## config.mk

```make
export PLATFORM = sky130hd
export DESIGN_NAME = spi_mode_serial_port
export DESIGN_NICKNAME = d
export VERILOG_FILES = /design/src/rtl/spi_port_pkg.sv /design/src/rtl/spi_mode_serial_port.sv /design/src/rtl/two_entry_buffer.sv
export SDC_FILE = /design/constraint.sdc
export NUM_CORES = 1
export LEC_CHECK = 0
export BUFFER_PORTS_ARGS = -buffer_cell sky130_fd_sc_hd__buf_4
export CAP_MARGIN = 40
export CORE_MARGIN = 2
export CORE_UTILIZATION = 59
export DETAILED_ROUTE_END_ITERATION = 10
export PLACE_DENSITY = 0.85
export SYNTH_ARGS = -nofsm -noshare
export SYNTH_HDL_FRONTEND = slang
export SYNTH_SLANG_ARGS = --single-unit
```

## constraint.sdc

```tcl
create_clock -name ref_clk -period 4.95 [get_ports ref_clk]
set_input_delay 0.99 -clock ref_clk [delete_from_list [all_inputs] [get_ports ref_clk]]
set_output_delay 0.99 -clock ref_clk [all_outputs]
set_load 0.03 [all_outputs]
```

## src/rtl/spi_port_pkg.sv

```systemverilog
package spi_port_pkg;

    // ----------------------------------------------------------------
    // Control field positions
    // ----------------------------------------------------------------
    localparam int ENABLE_POS  = 5;
    localparam int IDLE_POS    = 4;
    localparam int MODE_MSB    = 3;
    localparam int DIR_SCK_POS = 3;
    localparam int DIR_SDI_POS = 4;
    localparam int DIR_SDO_POS = 5;
    localparam int DIR_SEL_POS = 5;
    localparam int BYTE_W      = 8;

    // ----------------------------------------------------------------
    // Mode encodings
    // ----------------------------------------------------------------
    localparam logic [3:0] MODE_MASTER_DIV4  = 4'h0;
    localparam logic [3:0] MODE_MASTER_DIV16 = 4'h1;
    localparam logic [3:0] MODE_MASTER_DIV64 = 4'h2;
    localparam logic [3:0] MODE_MASTER_TMR   = 4'h3;
    localparam logic [3:0] MODE_SLAVE_SEL    = 4'h4;
    localparam logic [3:0] MODE_SLAVE_NOSEL  = 4'h5;

    // ----------------------------------------------------------------
    // Timing: bit period in core clocks, half period derived
    // ----------------------------------------------------------------
    localparam int BIT_DIV4  = 4;
    localparam int BIT_DIV16 = 16;
    localparam int BIT_DIV64 = 64;
    localparam logic [5:0] HALF_DIV4  = 6'(BIT_DIV4 / 2);
    localparam logic [5:0] HALF_DIV16 = 6'(BIT_DIV16 / 2);
    localparam logic [5:0] HALF_DIV64 = 6'(BIT_DIV64 / 2);
    localparam logic [2:0] LAST_BIT   = 3'h7;

    // ----------------------------------------------------------------
    // Types
    // ----------------------------------------------------------------
    typedef enum logic [1:0] {
        ST_IDLE = 2'b00,
        ST_WAIT = 2'b01,
        ST_ACT  = 2'b11
    } master_state_type;

    typedef struct packed {
        logic sck;
        logic serial_in_pin;
        logic selN;
    } pins_in_type;

    typedef struct packed {
        logic sckOut;
        logic sckOe;
        logic sdoOut;
        logic sdoOe;
    } pins_out_type;

endpackage

```

## src/rtl/spi_mode_serial_port.sv

```systemverilog
`timescale 1ns/100ps
`default_nettype none

module spi_mode_serial_port
    import spi_port_pkg::*;
(
    input  wire logic         ref_clk,
    input  wire logic         rst_b,
    input  wire logic [5:0]   serialControl,
    input  wire logic         clockEdgeSel,
    input  wire logic [7:0]   portCDirection,
    input  wire logic [7:0]   portADirection,
    input  wire logic         timerPulse,
    input  wire logic         bufWrite,
    input  wire logic [7:0]   bufWrData,
    input  wire logic         bufRead,
    input  wire logic         collisionClear,
    input  wire logic         overflowClear,
    input  wire logic         intFlagClear,
    input  wire pins_in_type  pinIn,
    output pins_out_type      pinOut,
    output logic [7:0]        rdData,
    output logic              bufferFull,
    output logic              writeCollision,
    output logic              overflow,
    output logic              portIntFlag,
    output logic              wakeEvent,
    output logic              busy
);

    // ----------------------------------------------------------------
    // State
    // ----------------------------------------------------------------
    typedef struct packed {
        master_state_type state;
        logic [5:0]       divCnt;
        logic [7:0]       shifter;
        logic             outBit;
        logic [2:0]       bitCnt;
        logic             sckS1;
        logic             sckS2;
        logic             sckPrev;
        logic             sdiS1;
        logic             sdiS2;
        logic             selS1;
        logic             selS2;
        logic             sckOut;
        logic             sckOe;
        logic             sdoOe;
        logic             busy;
        logic             mSample;
        logic             collision;
        logic             overflow;
        logic             full;
        logic             intFlag;
        logic             wake;
        logic [7:0]       xferBuf;
    } port_state_type;

    port_state_type q;
    port_state_type d;

    logic       enable;
    logic       idleLevel;
    logic [3:0] mode;
    logic       isMaster;
    logic       selUsed;
    logic       selected;
    logic       sdiBit;
    logic [5:0] halfTop;
    logic       halfTick;
    logic       mLead;
    logic       mTrail;
    logic       sLead;
    logic       sTrail;
    logic       lead;
    logic       trail;
    logic       sampleEv;
    logic       shiftEv;
    logic       lastBit;
    logic       complete;
    logic [7:0] rxByte;
    logic       fifoInReady;
    logic       fifoOutValid;
    logic [7:0] fifoOutData;
    logic       fifoOutReady;
    logic       inProgress;
    logic       writeOk;
    logic       writeBad;
    logic       drain;

    // ----------------------------------------------------------------
    // Configuration decode
    // ----------------------------------------------------------------
    assign enable    = serialControl[ENABLE_POS];
    assign idleLevel = serialControl[IDLE_POS];
    assign mode      = serialControl[MODE_MSB:0];
    assign isMaster  = (mode == MODE_MASTER_DIV4) || (mode == MODE_MASTER_DIV16)
                    || (mode == MODE_MASTER_DIV64) || (mode == MODE_MASTER_TMR);

    // A select pin turned into an output no longer qualifies the slave
    assign selUsed  = (mode == MODE_SLAVE_SEL)
                   && portADirection[DIR_SEL_POS];
    assign selected = !selUsed || !q.selS2;

    // An input pin turned into an output feeds zeros to the shifter
    assign sdiBit = portCDirection[DIR_SDI_POS] && q.sdiS2;

    // ----------------------------------------------------------------
    // Master bit clock
    // ----------------------------------------------------------------
    always_comb begin
        case (mode)
            MODE_MASTER_DIV16: halfTop = HALF_DIV16;
            MODE_MASTER_DIV64: halfTop = HALF_DIV64;
            default:           halfTop = HALF_DIV4;
        endcase
    end

    // Timer mode: each timer pulse is half a bit, so the bit rate is half
    assign halfTick = (mode == MODE_MASTER_TMR) ? timerPulse
                    : (q.divCnt == halfTop - 6'h01);

    assign mLead  = isMaster && (q.state == ST_WAIT) && halfTick;
    assign mTrail = isMaster && (q.state == ST_ACT) && halfTick;

    // ----------------------------------------------------------------
    // Slave clock edges, taken from the synchronised pin
    // ----------------------------------------------------------------
    assign sLead  = !isMaster && selected
                 && (q.sckS2 != idleLevel) && (q.sckPrev == idleLevel);
    assign sTrail = !isMaster && selected
                 && (q.sckS2 == idleLevel) && (q.sckPrev != idleLevel);

    assign lead  = enable && (mLead || sLead);
    assign trail = enable && (mTrail || sTrail);

    // Edge select: capture on one edge, present on the other
    // Master data in lags its own clock by the synchroniser, so it samples a cycle late
    assign sampleEv = isMaster ? q.mSample : (clockEdgeSel ? lead : trail);
    assign shiftEv  = clockEdgeSel ? trail : lead;

    assign lastBit  = (q.bitCnt == LAST_BIT);
    assign complete = sampleEv && lastBit;
    assign rxByte   = {q.shifter[6:0], sdiBit};

    // ----------------------------------------------------------------
    // Receive path
    // ----------------------------------------------------------------
    // Up to two more received bytes wait here while the first sits unread
    assign fifoOutReady = !q.full || bufRead;
    assign drain        = fifoOutValid && fifoOutReady;

    two_entry_buffer #(
        .DATA_W   (BYTE_W)
    ) rxBuffer (
        .ref_clk  (ref_clk),
        .rst_b    (rst_b),
        .clear    (!enable),
        .inValid  (complete),
        .inData   (rxByte),
        .inReady  (fifoInReady),
        .outValid (fifoOutValid),
        .outData  (fifoOutData),
        .outReady (fifoOutReady)
    );

    // ----------------------------------------------------------------
    // Software write handling
    // ----------------------------------------------------------------
    assign inProgress = isMaster ? (q.state != ST_IDLE) : (q.bitCnt != 3'h0);
    // A master also refuses when no room is left for its answer byte
    assign writeBad = bufWrite && (inProgress || (isMaster && !fifoInReady));
    assign writeOk  = bufWrite && enable && !writeBad;

    // ----------------------------------------------------------------
    // Next state
    // ----------------------------------------------------------------
    always_comb begin
        d = q;

        // Pins cross into the core clock through two flip-flops
        d.sckS1   = pinIn.sck;
        d.sckS2   = q.sckS1;
        d.sckPrev = q.sckS2;
        d.sdiS1   = pinIn.serial_in_pin;
        d.sdiS2   = q.sdiS1;
        d.selS1   = pinIn.selN;
        d.selS2   = q.selS1;
        d.mSample = isMaster && (clockEdgeSel ? lead : trail);

        if (q.state == ST_IDLE || halfTick) begin
            d.divCnt = 6'h00;
        end else begin
            d.divCnt = q.divCnt + 6'h01;
        end

        // Shifter only loads from a buffer write or from the pin
        if (writeOk) begin
            d.shifter = bufWrData;
            d.outBit  = bufWrData[BYTE_W-1];
            if (isMaster) begin
                d.state  = ST_WAIT;
                d.divCnt = 6'h00;
            end
        end

        if (shiftEv) begin
            d.outBit = q.shifter[BYTE_W-1];
        end
        if (sampleEv) begin
            d.shifter = rxByte;
            d.bitCnt  = q.bitCnt + 3'h1;
        end

        case (q.state)
            ST_IDLE: begin
                d.sckOut = idleLevel;
            end
            ST_WAIT: begin
                if (mLead) begin
                    d.sckOut = !idleLevel;
                    d.state  = ST_ACT;
                end
            end
            ST_ACT: begin
                if (mTrail) begin
                    d.sckOut = idleLevel;
                    if (clockEdgeSel ? (q.bitCnt != 3'h0) : !lastBit) begin
                        d.state = ST_WAIT;
                    end else if (!portCDirection[DIR_SCK_POS]) begin
                        d.state = ST_IDLE;
                    end else begin
                        // Clock pin as input: keep running the internal clock, so the transfer only returns to idle when the port is disabled
                        d.state = ST_WAIT;
                    end
                end
            end
            default: begin
                d.state = ST_IDLE;
            end
        endcase

        // A deselected slave drops any partial byte
        if (!isMaster && !selected) begin
            d.bitCnt = 3'h0;
        end

        if (!enable) begin
            d.state  = ST_IDLE;
            d.bitCnt = 3'h0;
            d.sckOut = idleLevel;
        end

        d.busy  = enable && (isMaster ? (d.state != ST_IDLE) : (d.bitCnt != 3'h0));
        d.sckOe = enable && isMaster && !portCDirection[DIR_SCK_POS];
        d.sdoOe = enable && !portCDirection[DIR_SDO_POS]
               && (isMaster || selected);

        // Sticky flags: a set in the same cycle beats the clear
        if (collisionClear) begin
            d.collision = 1'b0;
        end
        if (writeBad) begin
            d.collision = 1'b1;
        end
        if (overflowClear) begin
            d.overflow = 1'b0;
        end
        // A slave cannot be held off, so a byte with no room is lost
        if (complete && !fifoInReady) begin
            d.overflow = 1'b1;
        end

        if (intFlagClear) begin
            d.intFlag = 1'b0;
        end
        d.wake = 1'b0;
        if (bufRead) begin
            d.full = 1'b0;
        end
        if (drain) begin
            d.xferBuf = fifoOutData;
            d.full    = 1'b1;
            d.intFlag = 1'b1;
            // Slave logic runs on the core clock, which stays up in sleep
            d.wake    = !isMaster;
        end
    end

    // ----------------------------------------------------------------
    // Registers
    // ----------------------------------------------------------------
    always_ff @(posedge ref_clk) begin
        if (!rst_b) begin
            q         <= '0;
            q.state   <= ST_IDLE;
            q.selS1   <= 1'b1;
            q.selS2   <= 1'b1;
        end else begin
            q <= d;
        end
    end

    // ----------------------------------------------------------------
    // Outputs
    // ----------------------------------------------------------------
    assign pinOut.sckOut = q.sckOut;
    assign pinOut.sckOe  = q.sckOe;
    assign pinOut.sdoOut = q.outBit;
    assign pinOut.sdoOe  = q.sdoOe;
    assign rdData         = q.xferBuf;
    assign bufferFull     = q.full;
    assign writeCollision = q.collision;
    assign overflow       = q.overflow;
    assign portIntFlag    = q.intFlag;
    assign wakeEvent      = q.wake;
    assign busy           = q.busy;

endmodule

`default_nettype wire

```

## src/rtl/two_entry_buffer.sv

```systemverilog
`timescale 1ns/100ps
`default_nettype none

module two_entry_buffer
    import spi_port_pkg::*;
#(
    parameter int DATA_W = 8
) (
    input  wire logic              ref_clk,
    input  wire logic              rst_b,
    input  wire logic              clear,
    input  wire logic              inValid,
    input  wire logic [DATA_W-1:0] inData,
    output logic                   inReady,
    output logic                   outValid,
    output logic [DATA_W-1:0]      outData,
    input  wire logic              outReady
);

    typedef struct packed {
        logic              headValid;
        logic [DATA_W-1:0] head;
        logic              tailValid;
        logic [DATA_W-1:0] tail;
    } buf_state_type;

    buf_state_type q;
    buf_state_type d;
    logic          push;
    logic          pop;

    // Head is the read register, tail only fills when head is held
    assign inReady  = !q.tailValid;
    assign outValid = q.headValid;
    assign outData  = q.head;
    assign push     = inValid && !q.tailValid;
    assign pop      = q.headValid && outReady;

    always_comb begin
        d = q;
        if (pop) begin
            if (q.tailValid) begin
                d.head      = q.tail;
                d.tailValid = 1'b0;
                if (push) begin
                    d.tail      = inData;
                    d.tailValid = 1'b1;
                end
            end else begin
                d.head      = inData;
                d.headValid = push;
            end
        end else if (push) begin
            if (!q.headValid) begin
                d.head      = inData;
                d.headValid = 1'b1;
            end else begin
                d.tail      = inData;
                d.tailValid = 1'b1;
            end
        end
        if (clear) begin
            d.headValid = 1'b0;
            d.tailValid = 1'b0;
        end
    end

    always_ff @(posedge ref_clk) begin
        if (!rst_b) begin
            q <= '0;
        end else begin
            q <= d;
        end
    end

endmodule

`default_nettype wire

```

== After elaboration in Yosys (flattened, before gate mapping) ==
Index checks and enable logic that the tools add are counted.

* Equal/unequal tests: 19
* Add/sub/neg operators: 3
* Multiplexer cells: 41
* Reductions and logical operators: 70

{| class="wikitable"
|+ Operators with widths
! cell !! count
|-
| two-way mux 18 bit || 2
|-
| two-way mux 8 bit || 4
|-
| logical AND 1 bit || 28
|-
| two-way mux 9 bit || 3
|-
| two-way mux 1 bit || 20
|-
| nonzero test 2 bit || 10
|-
| two-way mux 17 bit || 1
|-
| one-hot mux 6 bit (2 select lines) || 1
|-
| zero test 1 bit || 11
|-
| two-way mux 11 bit || 1
|-
| logical OR 1 bit || 10
|-
| AND reduction 2 bit || 5
|-
| two-way mux 3 bit || 3
|-
| equality test 4 x 2 -> 1 bit, second input constant || 2
|-
| adder 6 x 1 -> 6 bit, second input constant || 1
|-
| equality test 6 bit || 1
|-
| two-way mux 2 bit || 3
|-
| two-way mux 6 bit || 1
|-
| != test 2 bit, second input constant || 3
|-
| != test 3 bit, second input constant || 2
|-
| one-hot mux 2 bit (3 select lines) || 1
|-
| nonzero test 3 bit || 2
|-
| subtractor 6 x 1 -> 6 bit, second input constant || 1
|-
| equality test 4 x 1 -> 1 bit, second input constant || 1
|-
| 14 further kinds || 16
|}

* Output and inout bits: 18
* Logic and storage cells: 160
* Register bits: 63
* Bits of input ports: 42

== Longest topological paths before layout ==
* Word-level depth: 18
* Mapped depth: 9
* Gate-level depth less buffers: 9

== Modules after synthesis ==
From an unflattened synthesis, not the netlist that was laid out.

* Cell total of the unflattened synthesis: 358
* Area total of the unflattened synthesis: 3249.4 µm²

{| class="wikitable"
|+ By module, submodules not included
! module !! sequential area each (µm²) !! times used !! area each (µm²) !! cells an instance
|-
| spi_mode_serial_port || 900.9 || 1 || 2314.7 || 267
|-
| two_entry_buffer || 360.3 || 1 || 934.6 || 91
|}

== Least setup slack after synthesis ==
Ideal clock, no wire load.

* Path kind: input to register
* From: in serialControl[4]
* To: reg rxBuffer.q, in the netlist rxBuffer.outData[3]
* Data required time: 4862 ps
* Data arrival time: 2677 ps
* Path slack: 2185 ps
* Setup time: 88 ps
* Cell stages on the path: 9
* Path buffers: 2
* Cell sequence: buf_2 > xnor2_1 > mux2i_1 > a32oi_1 > or3b_4 > o21ai_4 > buf_6 > nor2_1 > a311oi_2

* Word-level cells in the longest chain between the ends: 11
* Elaborated cells on any way between the ends: 18
* Those cells by class: eq/ne (4); mux (2); reduce/logical (12)

{| class="wikitable"
|+ Ends and longest elaborated chain
! item !! line !! text
|-
| from (decl) || spi_mode_serial_port.sv:9 || <nowiki>input wire logic [5:0] serialControl,</nowiki>
|-
| equality test 1 bit or != test 1 bit (tied branches) || spi_mode_serial_port.sv:133, spi_mode_serial_port.sv:131 ||
|-
| logical AND 1 bit (on tied branches) (2 in a row) || spi_mode_serial_port.sv:133, spi_mode_serial_port.sv:131 ||
|-
| logical OR 1 bit (on tied branches) || spi_mode_serial_port.sv:136, spi_mode_serial_port.sv:135 ||
|-
| logical AND 1 bit (on tied branches) || spi_mode_serial_port.sv:136, spi_mode_serial_port.sv:135 ||
|-
| two-way mux 1 bit * (2 in a row) || spi_mode_serial_port.sv:140 || <nowiki>assign sampleEv = isMaster ? q.mSample : (clockEdgeSel ? lead : trail);</nowiki>
|-
| logical AND 1 bit * || spi_mode_serial_port.sv:144 || <nowiki>assign complete = sampleEv && lastBit;</nowiki>
|-
| logical AND 1 bit * || two_entry_buffer.sv:36 || <nowiki>assign push = inValid && !q.tailValid;</nowiki>
|-
| nonzero test 2 bit (no line) * || -- ||
|-
| AND reduction 2 bit (no line) * || -- ||
|-
| to (signal assigned) || two_entry_buffer.sv:70 || <nowiki>q <= '0;</nowiki>
|-
| to (signal assigned) || two_entry_buffer.sv:72 || <nowiki>q <= d;</nowiki>
|-
| to (decl) || two_entry_buffer.sv:27 || <nowiki>buf_state_type q;</nowiki>
|}

Mark *: on every way between the ends. The rest lies on a longest branch, timed or not.
A chain may end at the register's enable or synchronous reset.

== Worst setup path in the final report ==
* From: in serialControl[4]
* To: reg rxBuffer.q, in the netlist rxBuffer.outData[4]

Same word-level chain as after synthesis.

==> impl_results.rst <==
.. list-table::
   :header-rows: 1

   * - Metric
     - Value
   * - Status
     - finished clean
   * - Setup slack, reg-to-reg
     - 2.61 ns
   * - Total GRT Usage
     - 24.70%
   * - Hold_buf cts
     - 0
   * - Reported max-cap violation count
     - 0
   * - Layout Area Growth over Synthesis
     - 18.39%
   * - Iteration-0 DRC count of the detailed router
     - 276
   * - HPWL Detailed
     - 4659 µm
   * - Max Transition Viols Final
     - 0
   * - Die footprint
     - 5710 µm²
   * - Syn avg cell area
     - 8.536 µm²
   * - Cell count of the worst reg-to-reg path
     - 7
   * - Clock latency on the worst-skew pair
     - 0.34 ns
   * - Synthesized instance count
     - 354
   * - Final routed wirelength across all metal layers
     - 6458 µm
   * - Final Hold Violating Endpoints
     - 0
   * - # IOs
     - 60
   * - Number of distinct library cells after synthesis
     - 53
   * - Buffers inserted by post-CTS timing repair
     - 0
   * - Path type of the worst setup path
     - in2reg
   * - Count of antenna-violating nets left after detailed routing
     - 0
   * - Routed wirelength normalized by instance count
     - 14.04 µm
   * - Kind of end point of the critical path
     - flop
   * - Top area cells in the synthesized netlist
     - sky130_fd_sc_hd__dfxtp_1, sky130_fd_sc_hd__nand2_1, sky130_fd_sc_hd__mux2i_1, sky130_fd_sc_hd__nand3_1, sky130_fd_sc_hd__nor2_1
   * - Site Rows
     - 26
   * - Levels on crit path
     - 9
   * - Crit path to
     - rxBuffer.outData[4]
   * - Clock tree from TritonCTS
     - built
   * - Data required time at the worst endpoint
     - 5.20 ns
   * - Cell taking the most area after synthesis
     - sky130_fd_sc_hd__dfxtp_1
   * - Buffers & Inverters on Critical Path
     - 2
   * - Final total negative setup slack
     - 0 ns
   * - Post-Synthesis Cell Area
     - 3022 µm²
   * - Fraction of final layout cells with drive strength greater than 1
     - 20.00%
   * - Critical Path Source Type
     - input port
   * - Post-cts repair resize count
     - 0
   * - Arrival time of data at the critical path endpoint
     - 3.00 ns
   * - Total power
     - 0.001156 W
   * - Most common library cells after synthesis
     - sky130_fd_sc_hd__dfxtp_1, sky130_fd_sc_hd__nand2_1, sky130_fd_sc_hd__nor2_1
   * - Yosys warns
     - 0
   * - Cell class contributing the biggest share of worst-path delay
     - compound AO/OA/AOI/OAI gates
   * - Root buffer selected by CTS
     - sky130_fd_sc_hd__clkbuf_8
   * - Number of H-tree branching levels
     - 3
   * - Number of enable flip-flop cells after synthesis
     - 0
   * - Overall via count from detail_route
     - 2572
   * - Relative slew margins
     - 59.20%
   * - Worst-margin pin slew
     - 0.6102 ns
   * - Total iterations of the first detailed-routing run
     - 4
   * - Count of input and output buffers
     - 47
   * - Cell area after layout
     - 3577 µm²
   * - PwrDens
     - 323.2 nW/µm²
   * - Top-count cell post-synth
     - sky130_fd_sc_hd__dfxtp_1
   * - Critical path peak fanout
     - 21
   * - Post-route fraction of the period consumed by the critical path
     - 55.48%
   * - Chip Height
     - 75.57 µm
   * - Sequence of cells on the critical path
     - buf_4 -> xnor2_1 -> mux2i_1 -> a32oi_1 -> buf_4 -> or3b_4 -> o21ai_4 -> nor2_1 -> a311oi_1
   * - Filler cell count in the final layout
     - 398
   * - Commonest register cell after synthesis
     - sky130_fd_sc_hd__dfxtp_1
   * - Max incr delay on CP
     - 0.43 ns
   * - Static Leak
     - 1.420 nW
   * - Setup skew after layout
     - 0.009391 ns
   * - Clock slew seen by the registers of the worst setup and hold paths
     - 0.08 ns
   * - Remaining global-route overflow
     - 0
   * - Launch point of the worst path
     - serialControl[4]
   * - Setup repair after global routing missed its margin
     - no
   * - Global-route wire length before repair
     - 10430 µm
   * - Instance area after placement
     - 3333 µm²
   * - Max stage delay cell, worst path
     - sky130_fd_sc_hd__or3b_4
   * - Class of the most critical hold timing path
     - reg2reg
   * - Setup-violating endpoint count in the final report
     - 0
   * - Antenna violations before repair
     - 0
   * - Core area
     - 5010 µm²
   * - Yosys top cell area share
     - 41.74%
   * - Achievable clock frequency
     - 364.1 MHz
   * - Fin nets
     - 435
   * - Detailed-route DRC error count
     - 0
   * - Via count of the first global-routing pass
     - 2229
   * - Proportion of synthesized flip-flops having asynchronous set or reset
     - 0%
   * - Most used cell, CP
     - sky130_fd_sc_hd__buf_4
   * - Clock sinks
     - 63
   * - Startpoint of the most critical register-to-register path
     - q[43]
   * - CTS Buffer Depth
     - 2
   * - Cts bufs inserted
     - 9
   * - Number of antenna cells inserted
     - 0
   * - Synthesis-stage register bit count
     - 63
   * - Weighted congestion at the end of routability-driven global placement
     - 0.9609
   * - Syn Nets
     - 404
   * - End of the worst register-to-register path
     - busy
   * - Worst IR Drop VDD
     - 0.3613 mV
   * - Starting Density
     - 60.31%
   * - Pin count of the biggest net entering global routing
     - 29
   * - Via-per-instance ratio
     - 5.591
   * - Sequential share of the synthesized area
     - 41.74%
   * - Final hold slack
     - 0.4139 ns
   * - Die boundary width
     - 75.57 µm
   * - Final Critical Period
     - 2.746 ns
metal layers:
layer  track usage, %  wire length, µm  vias up
met3            7.275              364       12
met2            36.91             2840       73
met1            33.89             3149     1175
li1                 -                -     1312
met5                0                0        -
met4            9.357              103        0
flip-flops by register name, indices dropped and copies added (netlist names):
name and count:
q 23, rxBuffer.q 9, rdData 8, rxBuffer.outData 8
d 4, pinOut 4, bufferFull 1, busy 1
overflow 1, portIntFlag 1, rxBuffer.outValid 1, wakeEvent 1
writeCollision 1
cells by family (layout without fill, tap and decap cells):
group / after synthesis / after routing / share of synthesized area [%]
AOI/OAI and AO/OA: 74 / 74 / 17.10
and+or+nand+nor: 143 / 143 / 22.94
DFF: 63 / 63 / 41.74
buffers and inverters: 43 / 79 / 7.288
adders and majority gates: 8 / 8 / 3.313
xor gates and xnor gates: 6 / 6 / 1.739
muxes: 17 / 17 / 5.880
cell type report:
cell class | instances | area [µm²] | area share [%]
repair buffers | 50 | 395.4 | 11.05
multi-input cells | 248 | 1540 | 43.06
well taps | 70 | 87.58 | 2.448
inverters | 13 | 48.80 | 1.364
flip-flops and latches | 63 | 1261 | 35.26
clock buffers | 9 | 123.9 | 3.463
clock inverters | 7 | 120.1 | 3.358
stage by stage:
| stage | util (%) | instances | worst slack (ns) |
|---|---|---|---|
| after CTS | 71.40 | 460 | 2.206 |
| after global placement | 65.98 | 443 | 1.907 |
| after global routing | 71.40 | 460 | 2.046 |
| after floorplan | - | 354 | 2.185 |
| after detailed placement | 66.53 | 444 | 1.853 |
| final | 71.40 | 460 | 2.204 |
how the worst min path moves through the flow:
stage                  to  startpoint  depth (start not counted)  slack [ns]
floorplan           q[18]       d[18]                          1        0.39
global placement    q[18]       d[18]                          1        0.39
detailed placement  q[18]       d[18]                          1        0.40
CTS                 q[18]       d[18]                          1        0.42
global route        q[18]       d[18]                          1        0.44
finish              q[18]       d[18]                          1        0.41
report_power, final:
part,leakage (nW),internal [W],switching (W)
Clock,0.120,0.000336,0.000210
Sequential,0.511,0.000516,0.00000754
Combinational,0.790,0.0000409,0.0000456
layout by cell type, fill, tap and decap left out, types with 11 or more instances in the layout:
master | netlist | layout
sky130_fd_sc_hd__a211oi_1 | 11 | 11
sky130_fd_sc_hd__buf_4 | 12 | 49
sky130_fd_sc_hd__nand2_1 | 40 | 40
sky130_fd_sc_hd__nand3_1 | 25 | 25
sky130_fd_sc_hd__nor2_1 | 33 | 33
sky130_fd_sc_hd__inv_1 | 13 | 13
sky130_fd_sc_hd__mux2i_1 | 14 | 14
sky130_fd_sc_hd__dfxtp_1 | 63 | 63
sky130_fd_sc_hd__o21ai_0 | 14 | 14
sky130_fd_sc_hd__a21oi_1 | 17 | 17
Power figures use the tool's default switching activity.
